$ cat config.mk
export PLATFORM = sky130hd
export DESIGN_NAME = tsbi_device_flat
export DESIGN_NICKNAME = d
export VERILOG_FILES = /design/src/rtl/tsbi_pkg.sv /design/src/rtl/tsbi_if.sv /design/src/rtl/tsbi_device.sv /design/src/flat_wrapper.sv
export VERILOG_INCLUDE_DIRS = /design/src /design/src/rtl
export SDC_FILE = /design/constraint.sdc
export NUM_CORES = 2
export LEC_CHECK = 0
export BUFFER_PORTS_ARGS = -buffer_cell sky130_fd_sc_hd__buf_2
export CORE_AREA = 4 4 476 478
export DETAILED_ROUTE_END_ITERATION = 6
export DIE_AREA = 0 0 480 482
export GPL_ROUTABILITY_DRIVEN = 0
export GPL_TIMING_DRIVEN = 0
export PLACE_DENSITY_LB_ADDON = 0.12
export SYNTH_ARGS = -nofsm -noshare
export SYNTH_HDL_FRONTEND = slang
export SYNTH_SLANG_ARGS = --single-unit
$ cat constraint.sdc
create_clock -name core_clk -period 61.9 [get_ports core_clk]
set_clock_uncertainty 0.1 [all_clocks]
set_input_delay 12.38 -clock core_clk [delete_from_list [all_inputs] [get_ports core_clk]]
set_output_delay 12.38 -clock core_clk [all_outputs]
set_load 0.005 [all_outputs]
$ cat src/rtl/tsbi_map.svh
// Constants of the transmit segmented bus ingress: widths, depths, counts.
// Assumes inclusion by bare name from every file of the block.
`ifndef TSBI_MAP_SVH
`define TSBI_MAP_SVH

// ----------------------------------------
// Segment layout
// ----------------------------------------
`define TSBI_NSEG 4
`define TSBI_DATA_W 128
`define TSBI_CHAN_W 11
`define TSBI_MTY_W 4
`define TSBI_MTY_LOW_W 3
`define TSBI_MTY_LOW_ZERO 3'h0

// ----------------------------------------
// Buffering, burst control and statistics
// ----------------------------------------
`define TSBI_BUF_DEPTH 2
`define TSBI_CNT_W 2
`define TSBI_FILL_THRESH 2'h2
`define TSBI_BURST_CNT_W 5
`define TSBI_MAX_BURST_SEGS 5'h10
`define TSBI_STAT_W 16

`endif

$ cat src/rtl/tsbi_pkg.sv
// Types of the transmit segmented bus ingress.
// Assumes tsbi_map.svh is on the include path.
`include "tsbi_map.svh"

package tsbi_pkg;

    // ----------------------------------------
    // One segment of the bus
    // ----------------------------------------
    typedef struct packed {
        logic [`TSBI_DATA_W-1:0] data;
        logic [`TSBI_CHAN_W-1:0] chan;
        logic ena;
        logic sop;
        logic eop;
        logic err;
        logic [`TSBI_MTY_W-1:0] mty;
        logic bctl;
    } seg_t;

    typedef seg_t [`TSBI_NSEG-1:0] beat_t;

endpackage : tsbi_pkg

$ cat src/rtl/tsbi_if.sv
// Segmented local bus between the packet source and the ingress device.
// Assumes both ends run on one clock, which is not carried here.
`timescale 1ns/1ps
`include "tsbi_map.svh"

interface tsbi_if;
    tsbi_pkg::beat_t tx_seg;
    logic tx_rdy;
    logic tx_ovf;

    modport device (
        input tx_seg,
        output tx_rdy,
        output tx_ovf
    );

    modport source (
        output tx_seg,
        input tx_rdy,
        input tx_ovf
    );
endinterface : tsbi_if

$ cat src/rtl/tsbi_device.sv
// Ingress end: samples the segmented bus, buffers beats, marks burst control.
// Assumes one clock core_clk and a source that honours tx_rdy.
//
// Contract
// - Error flagged on final transfer marks packet errored
// - Error counts only with valid and end
// - Source gives empty byte count on last transfer
// - Empty count sampled only with valid and end
// - Errored end zeroes low three empty bits
// - Forced burst control word precedes segment data
// - Forcing scheduler uses enhanced scheduling algorithm; here force is the user bctl flag, no scheduler
// - Segment carries data, channel, strobes, flags, counts
// - Segment captured only when its strobe high
// - Start flag marks first transfer only
// - Ready from fill threshold; source stops when low
// - Overflow shown when source ignores ready
`timescale 1ns/1ps
`include "tsbi_map.svh"

module tsbi_device (
    input wire logic core_clk,
    input wire logic rst_n,
    tsbi_if.device bus,
    output logic out_valid,
    input wire logic out_ready,
    output tsbi_pkg::beat_t out_beat,
    output logic [`TSBI_STAT_W-1:0] pkt_count,
    output logic [`TSBI_STAT_W-1:0] err_pkt_count
);

    // ----------------------------------------
    // Helpers
    // ----------------------------------------
    // Empty count as applied, low bits dropped on error
    function automatic logic [`TSBI_MTY_W-1:0] tsbi_mty(
        input logic err,
        input logic [`TSBI_MTY_W-1:0] mty
    );
        if (err) begin
            tsbi_mty = {mty[`TSBI_MTY_W-1], `TSBI_MTY_LOW_ZERO};
        end else begin
            tsbi_mty = mty;
        end
    endfunction : tsbi_mty

    // Whether a segment opens with a burst control word
    function automatic logic tsbi_bctl_due(
        input logic force_bctl,
        input logic start,
        input logic [`TSBI_BURST_CNT_W-1:0] cnt
    );
        tsbi_bctl_due = force_bctl || start || (cnt >= `TSBI_MAX_BURST_SEGS);
    endfunction : tsbi_bctl_due

    // Packet ends in a beat, all or errored only
    function automatic logic [2:0] tsbi_count_ends(
        input tsbi_pkg::beat_t beat,
        input logic only_err
    );
        logic [2:0] n;
        n = 3'h0;
        for (int i = 0; i < `TSBI_NSEG; i++) begin
            if (beat[i].ena && beat[i].eop && (beat[i].err || !only_err)) begin
                n = n + 3'h1;
            end
        end
        tsbi_count_ends = n;
    endfunction : tsbi_count_ends

    // ----------------------------------------
    // Beat capture and burst control marking
    // ----------------------------------------
    tsbi_pkg::beat_t beat_d;
    logic [`TSBI_BURST_CNT_W-1:0] burst_cnt_q;
    logic [`TSBI_BURST_CNT_W-1:0] burst_cnt_d;
    logic any_ena;
    logic wr_en;
    logic rd_en;

    always_comb begin
        burst_cnt_d = burst_cnt_q;
        any_ena = 1'b0;
        // Segments walked from zero upward, earliest first
        for (int i = 0; i < `TSBI_NSEG; i++) begin
            beat_d[i] = '0;
            if (bus.tx_seg[i].ena) begin
                any_ena = 1'b1;
                beat_d[i].data = bus.tx_seg[i].data;
                beat_d[i].chan = bus.tx_seg[i].chan;
                beat_d[i].ena = 1'b1;
                beat_d[i].sop = bus.tx_seg[i].sop;
                beat_d[i].eop = bus.tx_seg[i].eop;
                if (bus.tx_seg[i].eop) begin
                    beat_d[i].err = bus.tx_seg[i].err;
                    beat_d[i].mty = tsbi_mty(bus.tx_seg[i].err, bus.tx_seg[i].mty);
                end
                // Control word on force, packet start, or burst limit reached
                beat_d[i].bctl = tsbi_bctl_due(bus.tx_seg[i].bctl, bus.tx_seg[i].sop, burst_cnt_d);
                if (beat_d[i].bctl) begin
                    burst_cnt_d = `TSBI_BURST_CNT_W'(1);
                end else begin
                    burst_cnt_d = burst_cnt_d + `TSBI_BURST_CNT_W'(1);
                end
            end
        end
    end

    // ----------------------------------------
    // Burst counter
    // ----------------------------------------
    // Counter only moves when the beat is taken
    always_ff @(posedge core_clk) begin
        if (!rst_n) begin
            burst_cnt_q <= '0;
        end else if (wr_en) begin
            burst_cnt_q <= burst_cnt_d;
        end
    end

    // ----------------------------------------
    // Two-entry buffer
    // ----------------------------------------
    tsbi_pkg::beat_t buf_mem [`TSBI_BUF_DEPTH];
    logic wr_ptr_q;
    logic rd_ptr_q;
    logic [`TSBI_CNT_W-1:0] fill_q;

    // Full buffer refuses; a strobe then is lost and flagged
    assign bus.tx_rdy = (fill_q < `TSBI_FILL_THRESH);
    assign wr_en = any_ena && bus.tx_rdy;
    assign out_valid = (fill_q != `TSBI_CNT_W'(0));
    assign rd_en = out_valid && out_ready;
    assign out_beat = buf_mem[rd_ptr_q];

    always_ff @(posedge core_clk) begin
        if (!rst_n) begin
            buf_mem[0] <= '0;
            buf_mem[1] <= '0;
        end else if (wr_en) begin
            buf_mem[wr_ptr_q] <= beat_d;
        end
    end

    always_ff @(posedge core_clk) begin
        if (!rst_n) begin
            wr_ptr_q <= 1'b0;
            rd_ptr_q <= 1'b0;
        end else begin
            if (wr_en) begin
                wr_ptr_q <= !wr_ptr_q;
            end
            if (rd_en) begin
                rd_ptr_q <= !rd_ptr_q;
            end
        end
    end

    always_ff @(posedge core_clk) begin
        if (!rst_n) begin
            fill_q <= '0;
        end else if (wr_en && !rd_en) begin
            fill_q <= fill_q + `TSBI_CNT_W'(1);
        end else if (rd_en && !wr_en) begin
            fill_q <= fill_q - `TSBI_CNT_W'(1);
        end
    end

    // ----------------------------------------
    // Overflow indication
    // ----------------------------------------
    logic ovf_q;
    // One pulse for each offending cycle

    always_ff @(posedge core_clk) begin
        if (!rst_n) begin
            ovf_q <= 1'b0;
        end else begin
            ovf_q <= any_ena && !bus.tx_rdy;
        end
    end

    assign bus.tx_ovf = ovf_q;

    // ----------------------------------------
    // Packet statistics
    // ----------------------------------------
    logic [`TSBI_STAT_W-1:0] pkt_count_q;
    logic [`TSBI_STAT_W-1:0] err_pkt_count_q;
    // Counters wrap; they count accepted packet ends

    always_ff @(posedge core_clk) begin
        if (!rst_n) begin
            pkt_count_q <= '0;
        end else if (wr_en) begin
            pkt_count_q <= pkt_count_q + `TSBI_STAT_W'(tsbi_count_ends(beat_d, 1'b0));
        end
    end

    always_ff @(posedge core_clk) begin
        if (!rst_n) begin
            err_pkt_count_q <= '0;
        end else if (wr_en) begin
            err_pkt_count_q <= err_pkt_count_q + `TSBI_STAT_W'(tsbi_count_ends(beat_d, 1'b1));
        end
    end

    assign pkt_count = pkt_count_q;
    assign err_pkt_count = err_pkt_count_q;

endmodule : tsbi_device

$ cat src/flat_wrapper.sv
// flat-port wrapper written by rule: the top's interface ports become plain ports
module tsbi_device_flat 
  (core_clk, rst_n, out_valid, out_ready, out_beat, pkt_count, err_pkt_count, bus_tx_seg, bus_tx_rdy, bus_tx_ovf);
  tsbi_if bus_i ();
  input wire logic core_clk;
  input wire logic rst_n;
  output logic out_valid;
  input wire logic out_ready;
  output tsbi_pkg::beat_t out_beat;
  output logic [`TSBI_STAT_W-1:0] pkt_count;
  output logic [`TSBI_STAT_W-1:0] err_pkt_count;
  input wire logic [$bits(bus_i.tx_seg)-1:0] bus_tx_seg;
  output wire logic [$bits(bus_i.tx_rdy)-1:0] bus_tx_rdy;
  output wire logic [$bits(bus_i.tx_ovf)-1:0] bus_tx_ovf;
  assign bus_i.tx_seg = bus_tx_seg;
  assign bus_tx_rdy = bus_i.tx_rdy;
  assign bus_tx_ovf = bus_i.tx_ovf;
  tsbi_device u_core (.core_clk(core_clk), .rst_n(rst_n), .bus(bus_i), .out_valid(out_valid), .out_ready(out_ready), .out_beat(out_beat), .pkt_count(pkt_count), .err_pkt_count(err_pkt_count));
endmodule
# After elaboration in Yosys (flattened, before gate mapping)
# Memory sizes are Yosys's and may differ from the RTL's. A register that Yosys moved wholly into a read port is not among the register bits.
# Cells that the tools add are included.
[classes]
addsub = 14
n_lt_le_gt_ge = 5
n_mux = 59
n_reduce_logical = 29
[ops]
columns = ["op", "count"]
rows = [
  ["$mux W148", 4],
  ["$mux W592", 1],
  ["$reduce_or A592 Y1", 1],
  ["$mux W3", 26],
  ["$mux W5", 12],
  ["$add A16 B3 Y16", 2],
  ["$add A5 B1 Y5 const B", 4],
  ["$ge A5 B5 Y1 const B", 4],
  ["$add A3 B1 Y3 const B", 6],
  ["$mux W1", 14],
  ["$logic_and A1 B1 Y1", 13],
  ["$logic_or A1 B1 Y1", 8],
  ["$logic_not A1 Y1", 5],
  ["$mux W2", 2],
  ["$reduce_bool A2 Y1", 2],
  ["$add A2 B1 Y2 const B", 1],
  ["$lt A2 B2 Y1 const B", 1],
  ["$sub A2 B1 Y2 const B", 1],
]
[totals]
register_bits = 42
mem_bits_rw = 1184
inputBits = 595
output_inout_bits = 627
wordCells = 115
n_memories = 1
[memory_table]
columns = ["name", "words", "word_bits", "read_ports", "rd_ports_with_merged_regs", "write_ports", "line_no", "text"]
rows = [
  ["u_core.buf_mem", 2, 592, 1, 1, 2, "tsbi_device.sv:123", "tsbi_pkg::beat_t buf_mem [`TSBI_BUF_DEPTH];"],
]

# Logic depth before layout (Yosys ltp)
[depth]
word_depth = 21
mapped_depth = 20

# Worst setup path after synthesis
# No wires, ideal clock.
[synth_timing]
path_kind = "input -> register"
start = "input bus_tx_seg[452]"
end = "memory u_core.buf_mem[0][0] in the netlist's numbering (enable)"
setup_ns = 2.371
arrival_time_ns = 54.353
slack_ns = 5.076
cell_stages = 6
n_path_buf = 3
cell_sequence = "buf_2 nor4_1 or2_1 clkbuf_1 buf_1 o21ai_0"
[synth_lines]
columns = ["item", "line_no", "text"]
rows = [
  ["from (decl)", "flat_wrapper.sv:12", "input wire logic [$bits(bus_i.tx_seg)-1:0] bus_tx_seg;"],
  ["to (decl)", "tsbi_device.sv:123", ""],
]

==> summary.md <==
| Metric | Value |
|---|---|
| Status | completed |
| Count of nets after finishing | roughly 5700 |
| Tightest Pin Transition | 1.37 ns |
| Post-synth cell types | 63 |
| Largest net degree at the start of global routing | 56 |
| CTS clk-pin slew, worst paths | approximately 0.050 ns |
| Slack of the critical path | 45.11 ns |
| H-tree levels | 4 |
| Clock Path Buffers | 3 |
| Syn Nets | 4275 |
| CTS buffer count | 155 |
| EDFF count, synth | 1184 |
| Via count | 37443 |
| Leak | 32.0 nW |
| Crit path required time | 62.31 ns |
| Grt ovf | 0 |
| Top FF cell, synth | edfxtp_1 |
| Drt wl/cell | 27.8 um |
| Crit path cell chain | buf_2, nor4_1, or2_1, clkbuf_1, inv_2, nand3_1, clkbuf_1, nand2_4, buf_12, buf_16, buf_16, buf_12, buf_12 |
| Rows | 173 |
| Peak Freq | a little under 60 MHz |
| CP Capture Type | register |
| Buf+Inv Stages, Crit Path | 9 |
| Arrival time worst endpoint | 17.21 ns |
| Period utilization | 27.1% |
| Hold_buf cts | 0 |
| Area Overhead vs Synth | 28.9% |
| Slew HR | 8.83% |
| WHS | 0.395 ns |
| Vias in the first global route | ~38000 |
| Fill cell count | 22588 |
| Wire length of the first global-routing pass | 313000 um |
| Commonest non-fill, non-tap cell in the layout | buf_2 |
| Setup TNS | 0 ns |
| Final setup fails | 0 |
| Utilization of the core after routing | between 30 and 40% |
| Initial antenna violation count | 160 |
| Initial Util | 24.3% |
| Post-synthesis sequential area ratio | 67.6% |
| CTS tree | done |
| DR pass1 iterations | 5 |
| Synthesized area | 0.0539 mm^2 |
| Seq cells post-synth | between 1000 and 1500 |
| Layout cells sized above 1 | 39.9% |
| Cells after Synth | about 3700 |
| Critical Path Slowest Stage Cell | nor4_1 |
| Die X | 480 um |
| Asr flop ratio synth | 0% |
| IO Pins | 1222 |
| Clock Latency Late Sink | 0.78 ns |
| Core Region | 0.222 mm^2 |
| Post-DRT Antenna Nets | 0 |
| RSZ-0062 raised after global routing | false |
| Slew Limit Fails | 0 |
| Final hold viol count | 0 |
| Maxcap violations | 0 |
| Post-CTS setup buffers | 0 |
| HP Class | reg2reg |
| CTS root buf | clkbuf_16 |
| First DRT Iteration DRCs | roughly 2100 |
| Worst slack, placed | between 40 and 50 ns |
| Die area | 0.231 mm^2 |
| R2R Setup Slk | 57.17 ns |
| Pwr/cell area | 44.2 mW/mm^2 |
| Post-detail-place hpwl | 172000 um |
| Port buffer count | 1219 |
| Mean post-synth cell area | 14.7 um^2 |
| Delay-heaviest family, CP | buffers and inverters |
| CP max stage delay | 0.79 ns |
| CP Class | in2reg |
| Die H | approximately 480 um |
| Sink Count | 1227 |
| Startpoint types | input pin |
| Tot GR Track Use | 19.0% |
| CP Max Fanout | 51 |
| Tot Pwr | approximately 3.1 mW |
| DRC errors left | 0 |
| VDD IR max | around 0.027 mV |
| Min Tclk post-route | around 17 ns |
| Commonest cells after routing, fill and taps aside | 1222 x buf_2, 1184 x edfxtp_1, 1137 x and3_1 |
| Detailed Route WL | 229000 um |
| Most common cell on crit path | buf_12 |
| Cts repair resizes | 0 |
| Vias per inst | 4.56 |
| Syn. warnings | 0 |
## flip-flops by register name, summed over array words and instances, names as in the netlist, named ones only
| name | cells |
|---|---|
| u_core.bus.tx_ovf | 1 |
| u_core.burst_cnt_q | 5 |
| u_core.buf_mem | 1184 |
| u_core.wr_ptr_q | 1 |
| u_core.fill_q | 2 |
| u_core.rd_ptr_q | 1 |
| u_core.pkt_count | 16 |
| u_core.err_pkt_count | 16 |
## layout make-up
class / instances / area [um^2] / share of cell area (%)
clock inverter: 62 / 409 / 0.589
multi-input combinational: 2075 / 16100 / 23.2
sequential: 1227 / 36400 / 52.4
tap: 2975 / 3720 / 5.36
antenna: 49 / 123 / 0.177
clock buffer: 204 / 4160 / 5.99
timing repair buffer: 1264 / 7140 / 10.3
buffer: 336 / 1280 / 1.84
inverter: 23 / 86.3 / 0.124
## cell usage after synthesis (3+ instances only)
| cell | number | share of area [%] |
|---|---|---|
| nand4b_1 | 5 | 0.081 |
| or3_1 | 9 | 0.10 |
| nand4_1 | 9 | 0.10 |
| and3_1 | 1137 | 13 |
| or2_2 | 4 | 0.046 |
| clkbuf_1 | 331 | 2.3 |
| nor2_1 | 50 | 0.35 |
| o21ai_0 | 15 | 0.14 |
| a21o_1 | 3 | 0.042 |
| o211a_1 | 3 | 0.056 |
| nor2b_1 | 3 | 0.035 |
| nand3_1 | 14 | 0.13 |
| edfxtp_1 | 1184 | 66 |
| nor3_1 | 10 | 0.093 |
| a21oi_1 | 11 | 0.10 |
| inv_1 | 21 | 0.15 |
| buf_2 | 3 | 0.028 |
| nand2_1 | 53 | 0.37 |
| xnor2_1 | 27 | 0.44 |
| ha_1 | 17 | 0.39 |
| nand2b_1 | 3 | 0.035 |
| mux2_2 | 594 | 12 |
| a21boi_0 | 11 | 0.15 |
| dfxtp_1 | 43 | 1.6 |
| xor2_1 | 7 | 0.11 |
| and2_1 | 44 | 0.51 |
## logic make-up (layout without fill, tap and decap cells)
| logic type | count (synthesis) | count (layout) | share of synthesized area [%] |
|---|---|---|---|
| multiplexers | 594 | 594 | 12.4 |
| XOR/XNOR | 34 | 34 | 0.553 |
| AND/OR/NAND/NOR | 1351 | 1351 | 15.3 |
| flip-flops | 1227 | 1227 | 67.6 |
| adder cells (fa/ha/maj) | 19 | 19 | 0.469 |
| buffers and inverters | 359 | 1889 | 2.52 |
| other | 0 | 49 | 0 |
| AO/OA/AOI/OAI | 77 | 77 | 1.16 |
## per-stage QoR
step / instances / instance area [um^2]
floorplan: 3661 / 53900
global placement: 7855 / 63700
detailed placement: 7900 / 64700
CTS: 8166 / 69300
global route: 8181 / 69300
finish: 8215 / 69400
## worst register-to-register path: cells and delay by family (launching register included)
| kind | cells | cell delay [ns] |
|---|---|---|
| AND/OR/NAND/NOR | 3 | 1.43 |
| flip-flops | 1 | 0.35 |
| buffers and inverters | 8 | 2.50 |
## report_power, final
group	switching (mW)	internal (mW)	leakage [nW]
Clock	0.362	0.482	2.22
Combinational	0.598	0.408	16.6
Sequential	0.0470	1.17	13.2
## layer usage
layer | track usage [%] | share of wire (%) | wire length (um)
met3 | 6.83 | 8.7 | 19900
met4 | 5.23 | 2.9 | 6580
met2 | 33.2 | 50 | 114000
met1 | 22.1 | 38 | 87700
met5 | 0 | 0.20 | 448
## worst paths after layout
path                                   startpoint                              endpoint  cells past startpoint
min          u_core.err_pkt_count[2]$_SDFFE_PN0P_  u_core.err_pkt_count[2]$_SDFFE_PN0P_                      2
max reg2reg         u_core.fill_q[1]$_SDFFE_PN0P_  u_core.buf_mem[1][487]$_SDFFCE_PN0P_                     11
min reg2reg  u_core.err_pkt_count[2]$_SDFFE_PN0P_  u_core.err_pkt_count[2]$_SDFFE_PN0P_                      2
max                               bus_tx_seg[452]  u_core.buf_mem[1][487]$_SDFFCE_PN0P_                     13
(Power assumes the default switching activity.)
